<file path="config.mk">
export PLATFORM = sky130hd
export DESIGN_NAME = niw_converter
export DESIGN_NICKNAME = d
export VERILOG_FILES = /design/src/rtl/niw_fifo.v /design/src/rtl/niw_converter.v
export VERILOG_INCLUDE_DIRS = /design/src /design/src/include
export SDC_FILE = /design/constraint.sdc
export NUM_CORES = 1
export LEC_CHECK = 0
export ABC_CLOCK_PERIOD_IN_PS = 12800
export BUFFER_PORTS_ARGS = -buffer_cell sky130_fd_sc_hd__buf_2
export CAP_MARGIN = 10
export CORE_UTILIZATION = 45
export CTS_CLUSTER_DIAMETER = 120
export CTS_CLUSTER_SIZE = 20
export DETAILED_ROUTE_END_ITERATION = 10
export GPL_ROUTABILITY_DRIVEN = 0
export GPL_TIMING_DRIVEN = 0
export PLACE_DENSITY_LB_ADDON = 0.08
export SLEW_MARGIN = 20
export SYNTH_ARGS = -nofsm -noshare
export SYNTH_HDL_FRONTEND = slang
export SYNTH_HIERARCHICAL = 1
export SYNTH_SLANG_ARGS = --single-unit
</file>
<file path="constraint.sdc">
create_clock -name I_CORE_CLK -period 12.8 [get_ports I_CORE_CLK]
set_input_delay 0.64 -clock I_CORE_CLK [delete_from_list [all_inputs] [get_ports I_CORE_CLK]]
set_output_delay 0.64 -clock I_CORE_CLK [all_outputs]
set_load 0.02 [all_outputs]
</file>
<file path="src/include/niw_map.vh">
`ifndef NIW_MAP_VH
`define NIW_MAP_VH

// ************************************************************
// cell and frame geometry
// ************************************************************
`define NIW_CELL_PAY 17'h0_0030
`define NIW_POS_LAST 6'h2F
`define NIW_CIDX_LAST 6'h33
`define NIW_CIDX_HDR 6'h03
`define NIW_CIDX_PAY 6'h04
`define NIW_TRL_BYTES 17'h0_0008
`define NIW_TRL_ROUND 17'h0_0037
`define NIW_TRL_START 6'h28
`define NIW_TRL_LENHI 6'h2A
`define NIW_TRL_LENLO 6'h2B
`define NIW_CRC_BYTES 17'h0_0004
`define NIW_MIN_LEN 16'h0002

// ************************************************************
// header fields and codes
// ************************************************************
`define NIW_PTI_OAM_E2E 3'h5
`define NIW_OAM_AIS 8'h10
`define NIW_OAM_LOOP 8'h18
`define NIW_OAM_FILL 8'h6A

// ************************************************************
// aal5 crc-32
// ************************************************************
`define NIW_CRC_POLY 32'h04C1_1DB7
`define NIW_CRC_INIT 32'hFFFF_FFFF
`define NIW_CRC_RESID 32'hC704_DD7B

`endif

</file>
<file path="src/rtl/niw_fifo.v">
`timescale 1ns/1ps
`default_nettype none

module niw_fifo #(
  parameter W = 9,
  parameter D = 4,
  parameter AW = 2
) (
  input wire i_clk,
  input wire i_rst_n,
  input wire i_wvalid,
  output wire o_wready,
  input wire [W-1:0] i_wdata,
  output wire o_rvalid,
  input wire i_rready,
  output wire [W-1:0] o_rdata
);
  reg [W-1:0] mem_q [0:D-1];
  reg [AW-1:0] wptr_q;
  reg [AW-1:0] rptr_q;
  reg [AW:0] cnt_q;
  wire wr = i_wvalid & o_wready;
  wire rd = o_rvalid & i_rready;

  assign o_wready = (cnt_q != D[AW:0]);
  assign o_rvalid = (cnt_q != {(AW+1){1'b0}});
  assign o_rdata = mem_q[rptr_q];

  always @(posedge i_clk) begin
    if (wr) begin
      mem_q[wptr_q] <= i_wdata;
    end
  end

  always @(posedge i_clk) begin
    if (!i_rst_n) begin
      wptr_q <= {AW{1'b0}};
      rptr_q <= {AW{1'b0}};
      cnt_q <= {(AW+1){1'b0}};
    end else begin
      if (wr) begin
        wptr_q <= (wptr_q == D[AW-1:0] - 1'b1) ? {AW{1'b0}} : wptr_q + 1'b1;
      end
      if (rd) begin
        rptr_q <= (rptr_q == D[AW-1:0] - 1'b1) ? {AW{1'b0}} : rptr_q + 1'b1;
      end
      if (wr && !rd) begin
        cnt_q <= cnt_q + 1'b1;
      end else if (rd && !wr) begin
        cnt_q <= cnt_q - 1'b1;
      end
    end
  end
endmodule

`default_nettype wire

</file>
<file path="src/rtl/niw_converter.v">
// Operation
// atm side sends aal5 cells, access headers
// one frame per aal5 unit
// non aal5 traffic gives framing errors
// cell header replaced by internal trunk header
// congestion discards chosen by cell clp
// strip aal5 to frames, add to cells
// frame released only when fully assembled; code passes bytes out as each cell arrives, O_FEND at the last cell
// configured dlci written into every frame
// frames leave with original content, lapd framing
// loopback oam cells returned to atm side
// ais converted into other network's construct
// translate vpi/vci to dlci and back
// payload is q922 core, no flags/crc
// append cpcs trailer to frame payload
// segment into 48-byte units, reassemble back
// prepend atm header; reverse path undoes
// frame de copied into every cell clp
// any cell clp sets frame de
// generated cells carry efci zero
// last cell efci sets frame fecn
// a-bit never mapped into ais cells
// congestion info moved to converted header
// check trailer length and crc, discard; code only flags O_FEND_ERR at the last cell, bytes already passed out
`timescale 1ns/1ps
`default_nettype none
`include "niw_map.vh"

module niw_converter #(
  parameter FIFO_DEPTH = 4,
  parameter FIFO_AW = 2
) (
  input wire I_CORE_CLK,
  input wire I_RESETN,
  input wire [9:0] I_CFG_DLCI,
  input wire [7:0] I_CFG_VPI,
  input wire [15:0] I_CFG_VCI,
  input wire I_CONGEST,
  input wire I_FR_AIS,
  input wire I_FIN_VALID,
  output wire O_FIN_READY,
  input wire [7:0] I_FIN_DATA,
  input wire I_FIN_SOF,
  input wire I_FIN_EOF,
  input wire [15:0] I_FIN_LEN,
  output wire O_COUT_VALID,
  input wire I_COUT_READY,
  output wire [7:0] O_COUT_DATA,
  output wire O_COUT_SOC,
  input wire I_CIN_VALID,
  output wire O_CIN_READY,
  input wire [7:0] I_CIN_DATA,
  input wire I_CIN_SOC,
  output reg O_TRUNK_VLD,
  output reg [15:0] O_TRUNK_HDR,
  input wire I_FOUT_READY,
  output reg O_FOUT_VALID,
  output reg [7:0] O_FOUT_DATA,
  output reg O_FOUT_SOF,
  output reg O_FEND,
  output reg [15:0] O_FEND_ADDR,
  output reg [15:0] O_FEND_LEN,
  output reg O_FEND_ERR,
  output reg O_LB_VALID,
  output reg O_LB_SOC,
  output reg [31:0] O_LB_HDR,
  output reg [7:0] O_LB_DATA,
  output reg O_AIS_TO_FR,
  output reg O_CELL_DROP
);
  // ************************************************************
  // shared crc step, msb first
  // ************************************************************
  function [31:0] crc_byte;
    input [31:0] c;
    input [7:0] d;
    integer i;
    reg [31:0] x;
    begin
      x = c;
      for (i = 7; i >= 0; i = i - 1) begin
        x = {x[30:0], 1'b0} ^ ((x[31] ^ d[i]) ? `NIW_CRC_POLY : 32'h0000_0000);
      end
      crc_byte = x;
    end
  endfunction

  // ************************************************************
  // frame to cell path
  // ************************************************************
  localparam [2:0] F_IDLE = 3'd0;
  localparam [2:0] F_ADDR = 3'd1;
  localparam [2:0] F_HDR = 3'd2;
  localparam [2:0] F_PAY = 3'd3;
  localparam [2:0] F_DROP = 3'd4;

  reg [2:0] fst_q;
  reg [7:0] a0_q;
  reg [7:0] a1_q;
  reg [15:0] len_q;
  reg [16:0] tot_q;
  reg [16:0] tcnt_q;
  reg [5:0] pos_q;
  reg [1:0] hb_q;
  reg [31:0] crc_q;
  reg ais_q;
  reg ais_pend_q;

  wire f_wready;
  reg f_wvalid;
  reg [7:0] f_byte;
  reg f_soc;
  reg need_in;
  reg [31:0] hword;
  wire [16:0] rem = tot_q - tcnt_q;
  wire cell_last = (tcnt_q + `NIW_CELL_PAY == tot_q);
  wire fin_fire = I_FIN_VALID & O_FIN_READY;
  wire f_step = f_wvalid & f_wready;
  wire [16:0] len_ext = {1'b0, I_FIN_LEN};
  wire [16:0] tot_calc = ((len_ext + `NIW_TRL_ROUND) / `NIW_CELL_PAY) * `NIW_CELL_PAY;

  assign O_FIN_READY = (fst_q == F_IDLE && !ais_pend_q) || (fst_q == F_ADDR) ||
                       (fst_q == F_DROP) || (fst_q == F_PAY && need_in && f_wready);

  always @* begin
    need_in = (fst_q == F_PAY) && !ais_q && (tcnt_q >= 17'h0_0002) &&
              (tcnt_q < {1'b0, len_q});
    // vpi/vci from dlci; efci zero; de to clp
    if (ais_q) begin
      hword = {4'h0, I_CFG_VPI, I_CFG_VCI, `NIW_PTI_OAM_E2E, 1'b0};
    end else begin
      hword = {4'h0, I_CFG_VPI, I_CFG_VCI, 1'b0, 1'b0, cell_last, a1_q[1]};
    end
    f_byte = 8'h00;
    f_soc = 1'b0;
    f_wvalid = 1'b0;
    if (fst_q == F_HDR) begin
      // header ahead of every segment
      f_wvalid = 1'b1;
      f_soc = (hb_q == 2'd0);
      f_byte = hword[31 - 8 * hb_q -: 8];
    end else if (fst_q == F_PAY) begin
      f_wvalid = !need_in || I_FIN_VALID;
      if (ais_q) begin
        f_byte = (pos_q == 6'h00) ? `NIW_OAM_AIS : `NIW_OAM_FILL;
        // unit opens with the core address
      end else if (tcnt_q == 17'h0_0000) begin
        f_byte = a0_q;
      end else if (tcnt_q == 17'h0_0001) begin
        f_byte = a1_q;
      end else if (need_in) begin
        f_byte = I_FIN_DATA;
      end else begin
        // pad, uu, cpi, length, crc
        case (rem[3:0])
          4'd6: f_byte = len_q[15:8];
          4'd5: f_byte = len_q[7:0];
          4'd4: f_byte = ~crc_q[31:24];
          4'd3: f_byte = ~crc_q[23:16];
          4'd2: f_byte = ~crc_q[15:8];
          4'd1: f_byte = ~crc_q[7:0];
          default: f_byte = 8'h00;
        endcase
        if (rem > `NIW_TRL_BYTES) begin
          f_byte = 8'h00;
        end
      end
    end
  end

  always @(posedge I_CORE_CLK) begin
    if (!I_RESETN) begin
      fst_q <= F_IDLE;
      a0_q <= 8'h00;
      a1_q <= 8'h00;
      len_q <= 16'h0000;
      tot_q <= 17'h0_0000;
      tcnt_q <= 17'h0_0000;
      pos_q <= 6'h00;
      hb_q <= 2'd0;
      crc_q <= `NIW_CRC_INIT;
      ais_q <= 1'b0;
      ais_pend_q <= 1'b0;
    end else begin
      // a new request wins over the one being taken
      if (I_FR_AIS) begin
        ais_pend_q <= 1'b1;
      end else if (fst_q == F_IDLE && ais_pend_q) begin
        ais_pend_q <= 1'b0;
      end
      case (fst_q)
        F_IDLE: begin
          // ais from frame side becomes an oam cell
          if (ais_pend_q) begin
            ais_q <= 1'b1;
            hb_q <= 2'd0;
            pos_q <= 6'h00;
            fst_q <= F_HDR;
          end else if (fin_fire && I_FIN_SOF) begin
            a0_q <= I_FIN_DATA;
            len_q <= I_FIN_LEN;
            tot_q <= tot_calc;
            fst_q <= I_FIN_EOF ? F_IDLE : F_ADDR;
          end
        end
        F_ADDR: begin
          if (fin_fire) begin
            a1_q <= I_FIN_DATA;
            ais_q <= 1'b0;
            tcnt_q <= 17'h0_0000;
            pos_q <= 6'h00;
            hb_q <= 2'd0;
            crc_q <= `NIW_CRC_INIT;
            // only the configured dlci maps to this circuit
            if ({a0_q[7:2], I_FIN_DATA[7:4]} == I_CFG_DLCI) begin
              fst_q <= F_HDR;
            end else begin
              fst_q <= I_FIN_EOF ? F_IDLE : F_DROP;
            end
          end
        end
        F_HDR: begin
          if (f_step) begin
            hb_q <= hb_q + 2'd1;
            if (hb_q == 2'd3) begin
              fst_q <= F_PAY;
            end
          end
        end
        F_PAY: begin
          if (f_step) begin
            // 48 bytes per segment
            pos_q <= (pos_q == `NIW_POS_LAST) ? 6'h00 : pos_q + 6'h01;
            tcnt_q <= tcnt_q + 17'h0_0001;
            // crc covers all but its own field
            if (!ais_q && rem > `NIW_CRC_BYTES) begin
              crc_q <= crc_byte(crc_q, f_byte);
            end
            if (pos_q == `NIW_POS_LAST) begin
              if (ais_q || tcnt_q + 17'h0_0001 == tot_q) begin
                ais_q <= 1'b0;
                fst_q <= F_IDLE;
              end else begin
                fst_q <= F_HDR;
              end
            end
          end
        end
        F_DROP: begin
          if (fin_fire && I_FIN_EOF) begin
            fst_q <= F_IDLE;
          end
        end
        default: fst_q <= F_IDLE;
      endcase
    end
  end

  wire [8:0] cout_word;
  niw_fifo #(
    .W(9),
    .D(FIFO_DEPTH),
    .AW(FIFO_AW)
  ) u_cell_fifo (
    .i_clk(I_CORE_CLK),
    .i_rst_n(I_RESETN),
    .i_wvalid(f_wvalid),
    .o_wready(f_wready),
    .i_wdata({f_soc, f_byte}),
    .o_rvalid(O_COUT_VALID),
    .i_rready(I_COUT_READY),
    .o_rdata(cout_word)
  );
  assign O_COUT_SOC = cout_word[8];
  assign O_COUT_DATA = cout_word[7:0];

  // ************************************************************
  // cell to frame path
  // ************************************************************
  localparam [1:0] C_SKIP = 2'd0;
  localparam [1:0] C_DATA = 2'd1;
  localparam [1:0] C_OAM = 2'd2;
  localparam [1:0] C_LOOP = 2'd3;

  reg [5:0] cidx_q;
  reg [23:0] hdr_q;
  reg [1:0] cls_q;
  reg [15:0] rcnt_q;
  reg [7:0] ra0_q;
  reg [7:0] ra1_q;
  reg [7:0] tlhi_q;
  reg [31:0] rcrc_q;
  reg anyclp_q;
  reg bad_q;
  reg clast_q;
  reg cefci_q;

  wire cin_fire = I_CIN_VALID & O_CIN_READY;
  wire [31:0] hfull = {hdr_q, I_CIN_DATA};
  wire [5:0] p = cidx_q - `NIW_CIDX_PAY;
  wire [31:0] rcrc_nx = crc_byte(rcrc_q, I_CIN_DATA);
  wire [15:0] tlen = {tlhi_q, O_FEND_LEN[7:0]};
  wire [15:0] slack = rcnt_q - tlen;
  wire len_ok = (tlen >= `NIW_MIN_LEN) && (tlen <= rcnt_q) &&
                ({1'b0, slack} < `NIW_CELL_PAY);
  wire is_trl = clast_q && (p >= `NIW_TRL_START);

  assign O_CIN_READY = I_FOUT_READY;

  always @(posedge I_CORE_CLK) begin
    if (!I_RESETN) begin
      cidx_q <= 6'h00;
      hdr_q <= 24'h00_0000;
      cls_q <= C_SKIP;
      rcnt_q <= 16'h0000;
      ra0_q <= 8'h00;
      ra1_q <= 8'h00;
      tlhi_q <= 8'h00;
      rcrc_q <= `NIW_CRC_INIT;
      anyclp_q <= 1'b0;
      bad_q <= 1'b0;
      clast_q <= 1'b0;
      cefci_q <= 1'b0;
      O_TRUNK_VLD <= 1'b0;
      O_TRUNK_HDR <= 16'h0000;
      O_FOUT_VALID <= 1'b0;
      O_FOUT_DATA <= 8'h00;
      O_FOUT_SOF <= 1'b0;
      O_FEND <= 1'b0;
      O_FEND_ADDR <= 16'h0000;
      O_FEND_LEN <= 16'h0000;
      O_FEND_ERR <= 1'b0;
      O_LB_VALID <= 1'b0;
      O_LB_SOC <= 1'b0;
      O_LB_HDR <= 32'h0000_0000;
      O_LB_DATA <= 8'h00;
      O_AIS_TO_FR <= 1'b0;
      O_CELL_DROP <= 1'b0;
    end else begin
      O_TRUNK_VLD <= 1'b0;
      O_FOUT_VALID <= 1'b0;
      O_FOUT_SOF <= 1'b0;
      O_FEND <= 1'b0;
      O_LB_VALID <= 1'b0;
      O_LB_SOC <= 1'b0;
      O_AIS_TO_FR <= 1'b0;
      O_CELL_DROP <= 1'b0;
      if (cin_fire) begin
        // a stray start of cell resynchronises the byte count
        if (I_CIN_SOC) begin
          hdr_q <= {16'h0000, I_CIN_DATA};
          cidx_q <= 6'h01;
        end else if (cidx_q != 6'h00) begin
          cidx_q <= (cidx_q == `NIW_CIDX_LAST) ? 6'h00 : cidx_q + 6'h01;
          if (cidx_q < `NIW_CIDX_HDR) begin
            hdr_q <= hfull[23:0];
          end
        end
        if (!I_CIN_SOC && cidx_q == `NIW_CIDX_HDR) begin
          cls_q <= C_SKIP;
          // only the configured circuit is taken
          if (hfull[27:20] == I_CFG_VPI && hfull[19:4] == I_CFG_VCI) begin
            if (hfull[3:1] == `NIW_PTI_OAM_E2E) begin
              cls_q <= C_OAM;
            end else if (!hfull[3]) begin
              // under congestion low priority cells go first
              if (I_CONGEST && hfull[0]) begin
                O_CELL_DROP <= 1'b1;
                bad_q <= 1'b1;
              end else begin
                cls_q <= C_DATA;
                clast_q <= hfull[1];
                cefci_q <= hfull[2];
                anyclp_q <= anyclp_q | hfull[0];
                // trunk header stands in for the cell header
                O_TRUNK_VLD <= 1'b1;
                O_TRUNK_HDR <= {I_CFG_DLCI, hfull[3:1], hfull[0], 2'b00};
              end
            end
          end
        end
        if (!I_CIN_SOC && cidx_q >= `NIW_CIDX_PAY && cls_q == C_OAM) begin
          cls_q <= C_SKIP;
          // loopback goes back to the atm side only
          if (I_CIN_DATA == `NIW_OAM_LOOP) begin
            cls_q <= C_LOOP;
            O_LB_VALID <= 1'b1;
            O_LB_SOC <= 1'b1;
            O_LB_HDR <= {hdr_q, I_CFG_VCI[3:0], `NIW_PTI_OAM_E2E, 1'b0};
            O_LB_DATA <= I_CIN_DATA;
          end
          // ais cell becomes a frame side indication
          // no a-bit path exists in either direction
          if (I_CIN_DATA == `NIW_OAM_AIS) begin
            O_AIS_TO_FR <= 1'b1;
          end
        end
        if (!I_CIN_SOC && cidx_q > `NIW_CIDX_PAY && cls_q == C_LOOP) begin
          O_LB_VALID <= 1'b1;
          // clear the loopback indication so the far end does not loop it again
          O_LB_DATA <= (cidx_q == `NIW_CIDX_PAY + 6'h01) ? {I_CIN_DATA[7:1], 1'b0} : I_CIN_DATA;
        end
        if (!I_CIN_SOC && cidx_q >= `NIW_CIDX_PAY && cls_q == C_DATA) begin
          // reassemble segments in arrival order
          rcrc_q <= rcrc_nx;
          if (!is_trl) begin
            rcnt_q <= rcnt_q + 16'h0001;
            // runaway units cannot be aal5 frames
            if (rcnt_q == 16'hFFFF) begin
              bad_q <= 1'b1;
            end
            if (rcnt_q == 16'h0000) begin
              ra0_q <= I_CIN_DATA;
            end else if (rcnt_q == 16'h0001) begin
              ra1_q <= I_CIN_DATA;
            end else begin
              // framing stripped, bytes kept as sent
              O_FOUT_VALID <= 1'b1;
              O_FOUT_SOF <= (rcnt_q == 16'h0002);
              O_FOUT_DATA <= I_CIN_DATA;
            end
          end
          if (clast_q && p == `NIW_TRL_LENHI) begin
            tlhi_q <= I_CIN_DATA;
          end
          if (clast_q && p == `NIW_TRL_LENLO) begin
            O_FEND_LEN <= {8'h00, I_CIN_DATA};
          end
          if (clast_q && cidx_q == `NIW_CIDX_LAST) begin
            // one whole frame closes each unit
            O_FEND <= 1'b1;
            O_FEND_LEN <= tlen;
            // configured dlci; any clp to de; last efci to fecn
            // congestion bits carried into the rebuilt address
            O_FEND_ADDR <= {I_CFG_DLCI[9:4], ra0_q[1], 1'b0,
                            I_CFG_DLCI[3:0], cefci_q | ra1_q[3], ra1_q[2],
                            anyclp_q | ra1_q[1], 1'b1};
            // trailer length and crc checked, failures flagged
            O_FEND_ERR <= bad_q || !len_ok || (rcrc_nx != `NIW_CRC_RESID);
            rcnt_q <= 16'h0000;
            rcrc_q <= `NIW_CRC_INIT;
            anyclp_q <= 1'b0;
            bad_q <= 1'b0;
            clast_q <= 1'b0;
          end
        end
      end
    end
  end
endmodule

`default_nettype wire

</file>
==> flow_summary.json, run 1 <==
{
  "outcome": "finished with violations",
  "failing_checks": "design-rule violations",
  "grt_pass1_vias": 19200,
  "vdd_drop_max_mv": 0.108,
  "reg2reg_setup_slack_ns": 7.33,
  "dominantRegCellSynth": "dfxtp_1",
  "area_of_the_die_um2": 48600,
  "wl_met2_um": 32700,
  "final.setup_skew_ns": 0.0257,
  "fin_crit_ns": 6.36,
  "post-dp-hpwl_um": 56000,
  "layout_commonest_cell": "nand2_1",
  "slew_viol_final": 0,
  "root_buffer": "clkbuf_16",
  "post_synth.cell_area_avg_um2": 8.16,
  "seq_area_um2": 7270,
  "routedWlPerCell_um": 20.9,
  "worst-slew-pin-transition_ns": 1.13,
  "critPathMostFrequentCell": "a21oi_1",
  "numPortBuffers": 177,
  "max-cap-violations": 0,
  "depth_of_the_cts_h_tree": 1,
  "min_delay_worst_endpoint": "a1_q[2]",
  "worst_path_max_delay_cell": "o311ai_1",
  "ant_nets": 0,
  "net_total_in_the_final_layout": 3004,
  "cts_setup_buffers": 0,
  "drt_pre_antenna_iters": 9,
  "route.final.wire_length_um": 72200,
  "fin_tns_setup_ns": 0,
  "path_class": "input pin to flop",
  "syn_inst": 2633,
  "layout_common_cells": "nand2_1 (343), dfxtp_1 (309), nor2_1 (235)",
  "final_cycle_utilization_of_the_critical_path": 0.497,
  "regToRegStartpoint": "tcnt_q[10]",
  "final_hold_viol_count": 0,
  "tritoncts": "yes",
  "proportion_of_netlist_area_held_by_the_largest_area_contributor": 0.288,
  "synth_top_cells_by_area": "dfxtp_1 (29%), xnor2_1 (6.6%), nand2_1 (6.0%)",
  "seq_power_share": 0.403,
  "rsz0062_at_grt": "no",
  "total_global_route_track_usage": 0.293,
  "wl_met3_um": 4750,
  "drc": 4,
  "timing.critical_path.slowest_cell_delay_ns": 0.42,
  "io_pins": 194,
  "critPathMaxFanout": 10,
  "fp.coreArea_um2": 46900,
  "p_leak_nw": 9.07,
  "pin_count_of_the_biggest_net_entering_global_routing": 22,
  "crit_path_end_kind": "flop",
  "slew_headroom": 0.240,
  "clk_pin_slew_worst_paths_ns": 0.10,
  "ctsResizeCount": 0,
  "die-width_um": 220,
  "cp_data_required_time_ns": 13.30,
  "switching_share": 0.372,
  "top_layer": "met4",
  "ys_seq_elements": 345,
  "numClockSinks": 345,
  "ys_seq_area_frac": 0.338,
  "share_clk_of_total_power": 0.236,
  "floorplan.die.height_um": 220,
  "cp_data_arrival_time_ns": 6.85,
  "cts_hold_buf": 0,
  "worst_r2r_endpoint": "crc_q[12]",
  "clockBufferDepth": 3,
  "synth-edff-count": 36,
  "grt_remaining_overflow": 0,
  "netlist_area_um2": 21500,
  "p_switching_mw": 1.09,
  "syn_to_final_growth_pct": 10.4,
  "final.fill_count": 4626,
  "maxClockFrequency_mhz": 157,
  "combinationalPowerShare": 0.361,
  "synth.yosys.warnings": 6,
  "vias_per_cell": 5.89,
  "numCtsBuffers": 21,
  "antenna_found_initial": 1,
  "worst_skew_pair.late_latency_ns": 0.56,
  "pwr_density_cell_nw_per_um2": 124,
  "intPower_mw": 1.84,
  "fraction_of_final_layout_cells_sized_beyond_drive_strength_1": 0.103,
  "worstSetupStartpointType": "input pin",
  "synth-async-reset-ratio": 0,
  "yosysUniqueCellTypes": 106,
  "final-setup-viol-count": 0,
  "worstHoldPathType": "input pin to flop",
  "hp-start": "I_FIN_DATA[2]",
  "multi_input_comb_area_um2": 13200,
  "worstRegToRegCells": 17,
  "drt_iter0_markers": 1721,
  "holdPathStages": 3,
  "num_rows": 79,
  "num_vias": 20300,
  "initial_utilization": 0.458,
  "wirelength_met1_um": 32200,
  "post-route-util": 0.506,
  "grt_pass1_wl_um": 111000,
  "netlist.top_cell.by_area": "dfxtp_1"
}
[power by group through the flow]
| stage | Sequential (mW) | Combinational, mW | Clock [mW] |
|---|---|---|---|
| 2_1_floorplan | 1.19 | 0.773 | 0 |
| 4_1_cts | 1.18 | 1.05 | 0.705 |
| 5_1_grt | 1.19 | 1.16 | 0.743 |
| 3_5_place_dp | 1.21 | 1.04 | 0 |
| 6_report | 1.18 | 1.06 | 0.693 |
| 3_3_place_gp | 1.20 | 1.03 | 0 |
[cell usage after synthesis (36+ instances only)]
cell type and n:
nand2_1 343, dfxtp_1 309, nor2_1 235, a21oi_1 232, xnor2_1 162, clkbuf_1 120
o21ai_0 104, inv_1 101, ha_1 86, nand3_1 84, xor2_1 82, mux2i_1 66
nor3_1 55, o211ai_1 40, edfxtp_1 36, nand4_1 36
[state kept, by name, summed over array words and instances (netlist names), 6 cells and up, named ones only]
name / flops
O_TRUNK_HDR: 13
u_cell_fifo/mem_q: 36
a1_q: 8
crc_q: 32
tot_q: 13
rcnt_q: 16
len_q: 16
pos_q: 6
a0_q: 8
O_FOUT_DATA: 8
O_LB_DATA: 8
tcnt_q: 17
O_FEND_LEN: 16
rcrc_q: 32
tlhi_q: 8
O_FEND_ADDR: 15
O_LB_HDR: 29
cidx_q: 6
hdr_q: 24
[worst max-delay path, delay by kind of cell]
kind                     cells  cell delay, ns
AND/OR/NAND/NOR              9            1.63
AO/OA/AOI/OAI               14            2.68
buffers and inverters        6            0.99
adder cells (fa/ha/maj)      3            0.74
XOR/XNOR                     1            0.14
[cell type report]
type,instances,share of cell area
Inverter,102,0.0161
Tap cell,607,0.0320
Timing Repair Buffer,178,0.0377
Clock inverter,2,0.00106
Sequential cell,345,0.306
Antenna cell,1,0.000106
Multi-Input combinational cell,2033,0.555
Buffer,158,0.0290
Clock buffer,24,0.0226
[per-layer routing]
metal | vias to the layer above | GRT usage
met3 | 138 | 0.0414
met5 | - | 0
met1 | 9722 | 0.404
met2 | 764 | 0.468
li1 | 9700 | -
met4 | 0 | 0.101
[worst max-delay path by stage]
stage | start | to | slack, ns | depth (start not counted)
2_1_floorplan | I_FIN_LEN[6] | tot_q[15] | 7.26 | 30
3_3_place_gp | I_FIN_LEN[0] | tot_q[15] | 6.01 | 31
3_5_place_dp | I_FIN_LEN[0] | tot_q[15] | 5.97 | 33
4_1_cts | I_FIN_LEN[0] | tot_q[15] | 6.50 | 33
5_1_grt | I_FIN_LEN[0] | tot_q[15] | 5.76 | 33
6_report | I_FIN_LEN[0] | tot_q[15] | 6.44 | 33
[metrics by stage]
stage / hold slack [ns] / std cells / setup WS, ns / power (mW) / cell area [um2]
4_1_cts: 0.333 / 3448 / 6.50 / 2.94 / 23700
2_1_floorplan: 0.431 / 2638 / 7.26 / 1.96 / 21500
3_3_place_gp: 0.441 / 3422 / 6.01 / 2.23 / 23100
5_1_grt: 0.334 / 3450 / 5.76 / 3.09 / 23700
6_report: 0.345 / 3450 / 6.44 / 2.94 / 23700
3_5_place_dp: 0.447 / 3422 / 5.97 / 2.25 / 23100
[logic make-up after synthesis]
logic type | count (synthesis) | synth area share
AOI/OAI and AO/OA | 616 | 0.186
xor gates and xnor gates | 253 | 0.108
adders and majority gates | 89 | 0.0524
other | 1 | 0.000175
muxes | 85 | 0.0465
DFF | 345 | 0.338
and+or+nand+nor | 984 | 0.219
buffers and inverters | 260 | 0.0497
No activity file was read; power rests on OpenSTA's default activity.
==> inputs of run 2 (changes only) <==
--- a/config.mk
+++ b/config.mk
@@ -6,7 +6,7 @@
 export SDC_FILE = /design/constraint.sdc
 export NUM_CORES = 1
 export LEC_CHECK = 0
-export ABC_CLOCK_PERIOD_IN_PS = 12800
+export ABC_CLOCK_PERIOD_IN_PS = 5400
 export BUFFER_PORTS_ARGS = -buffer_cell sky130_fd_sc_hd__buf_2
 export CAP_MARGIN = 10
 export CORE_UTILIZATION = 45
==> constraint.sdc (replaced) <==
create_clock -name I_CORE_CLK -period 5.4 [get_ports I_CORE_CLK]
set_input_delay 0.27 -clock I_CORE_CLK [delete_from_list [all_inputs] [get_ports I_CORE_CLK]]
set_output_delay 0.27 -clock I_CORE_CLK [all_outputs]
set_load 0.02 [all_outputs]
==> flow_summary.json, run 2 (synthesis results as in run 1) <==
{
  "path_class": "input pin to flop",
  "critPathMaxFanout": 10,
  "seq_area_um2": 7270,
  "fin_crit_ns": 5.15,
  "outcome": "finished with violations",
  "routedWlPerCell_um": 20.9,
  "multi_input_comb_area_um2": 13400,
  "post-dp-hpwl_um": 56000,
  "regMostFlops": "u_cell_fifo/mem_q",
  "worstSetupStartpointType": "input pin",
  "numPortBuffers": 177,
  "rsz0062_at_grt": "yes",
  "slew_viol_final": 0,
  "drc": 4,
  "num_vias": 20500,
  "post-route-util": 0.516,
  "vias_per_cell": 5.88,
  "pin_count_of_the_biggest_net_entering_global_routing": 22,
  "final_hold_viol_count": 0,
  "net_total_in_the_final_layout": 3033,
  "layout_common_cells": "nand2_1 (343), dfxtp_1 (309), nor2_1 (231)",
  "insertedDiodeCount": 0,
  "cell_type_group_with_the_largest_total_delay_on_the_critical_path": "compound AO/OA/AOI/OAI gates",
  "depth_of_the_cts_h_tree": 1,
  "critical_path_buf_inv_count": 3,
  "worst_path_max_delay_cell": "a2111oi_4",
  "cp_data_arrival_time_ns": 5.64,
  "drt_iter0_markers": 1664,
  "final-setup-viol-count": 0,
  "worst_skew_pair.late_latency_ns": 0.56,
  "final.fill_count": 4586,
  "cp_data_required_time_ns": 5.89,
  "clk_pin_slew_worst_paths_ns": 0.09,
  "floorplan.die.height_um": 220,
  "root_buffer": "clkbuf_16",
  "final_cycle_utilization_of_the_critical_path": 0.953,
  "largest_register_ffs": 36,
  "num_rows": 79,
  "maxClockFrequency_mhz": 194,
  "post-layout-total-power_mw": 7.03,
  "clockBufferDepth": 3,
  "max-cap-violations": 0,
  "total_global_route_track_usage": 0.294,
  "ant_nets": 0,
  "grt_pass1_wl_um": 111000,
  "tritoncts": "yes",
  "p_leak_nw": 9.26,
  "fraction_of_final_layout_cells_sized_beyond_drive_strength_1": 0.119,
  "final.setup_skew_ns": 0.0269,
  "fin_tns_setup_ns": 0,
  "route.final.wire_length_um": 72600,
  "worst-slew-pin-transition_ns": 1.13,
  "final_cell_count_no_fill": 3478,
  "slew_headroom": 0.242,
  "io_pins": 194,
  "failing_checks": "design-rule violations",
  "antenna_found_initial": 0,
  "initial_utilization": 0.458,
  "largest_registers": "u_cell_fifo/mem_q (36), crc_q (32), rcrc_q (32)",
  "vdd_drop_max_mv": 0.255,
  "crit_path_end_kind": "flop",
  "numCtsBuffers": 21,
  "timing.critical_path.slowest_cell_delay_ns": 0.50,
  "fp.coreArea_um2": 46900,
  "area_of_the_die_um2": 48600,
  "numClockSinks": 345,
  "worstHoldPathType": "input pin to flop",
  "grt_remaining_overflow": 0,
  "layout_commonest_cell": "nand2_1",
  "critPathMostFrequentCell": "a21oi_1",
  "grt_pass1_vias": 19300,
  "cell_count_post_placement": 3422,
  "syn_to_final_growth_pct": 12.6,
  "pwr_density_cell_nw_per_um2": 291,
  "drt_pre_antenna_iters": 9,
  "die-width_um": 220
}
[run 2: cell types whose count changed in the layout (fill, tap and decap cells not counted), moves of 4 or more]
cell | previous run | this run
a21oi_1 | 232 | 228
clkbuf_1 | 122 | 116
clkbuf_2 | 2 | 6
o21ai_0 | 104 | 98
buf_4 | 11 | 24
a21oi_2 | 1 | 5
dlygate4sd3_1 | 0 | 16
xor2_2 | 1 | 5
o21ai_1 | 7 | 13
nor2_1 | 235 | 231
xor2_1 | 82 | 78
[run 2: worst register-to-register path: cells and delay by family (launching register included)]
family                     cells  cell delay [ns]
xor gates and xnor gates       3             1.02
muxes                          1             0.44
AOI/OAI and AO/OA              4             1.13
and+or+nand+nor                4             0.72
DFF                            1             0.42
buffers and inverters          5             0.95
adders and majority gates      1             0.28
[run 2: report_power, final]
part,internal (mW),switching [mW]
sequential,2.70,0.104
clock,0.715,0.926
combinational,0.991,1.60
total,4.40,2.63
[run 2: final cells by class]
class / instances / area share
Buffer: 157 / 0.0287
Tap cell: 607 / 0.0314
Timing Repair Buffer: 207 / 0.0478
Sequential cell: 345 / 0.301
Clock buffer: 24 / 0.0222
Multi-Input combinational cell: 2034 / 0.553
Inverter: 102 / 0.0158
Clock inverter: 2 / 0.00103
[run 2: final timing paths]
path              cells past startpoint  slack [ns]            to         start
setup reg to reg                     18        0.33     crc_q[12]     tcnt_q[7]
hold / removal                        3        0.01      len_q[2]  I_FIN_LEN[2]
setup / recovery                     29        0.25     tot_q[15]  I_FIN_LEN[6]
hold reg to reg                       2        0.46  O_LB_HDR[17]  O_LB_HDR[17]
[run 2: through the flow]
step,hold slack (ns),worst slack [ns],cell area (um2)
floorplan,0.387,0.230,21500
finish,0.0143,0.254,24200
CTS,0.000413,0.00871,24000
global placement,0.441,-1.02,23100
detailed placement,0.447,-1.06,23100
global route,0.00734,-0.143,24200
[run 2: per-layer routing]
layer	up-vias	track usage	wire, um
met1	9793	0.405	32300
li1	9760	-	-
met2	762	0.469	32900
met4	0	0.102	2630
met5	-	0	0
met3	141	0.0423	4810
[run 2: repair_timing]
action / 4_1_cts / 5_1_grt
pin swaps: 1 / 16
endpoints found under the setup margin: 5 / 23
endpoints found under the hold margin: 21 / 0
cloned: 0 / 2
hold buffers: 16 / 0
gates resized for setup: 25 / 30
setup buffers: 0 / 12
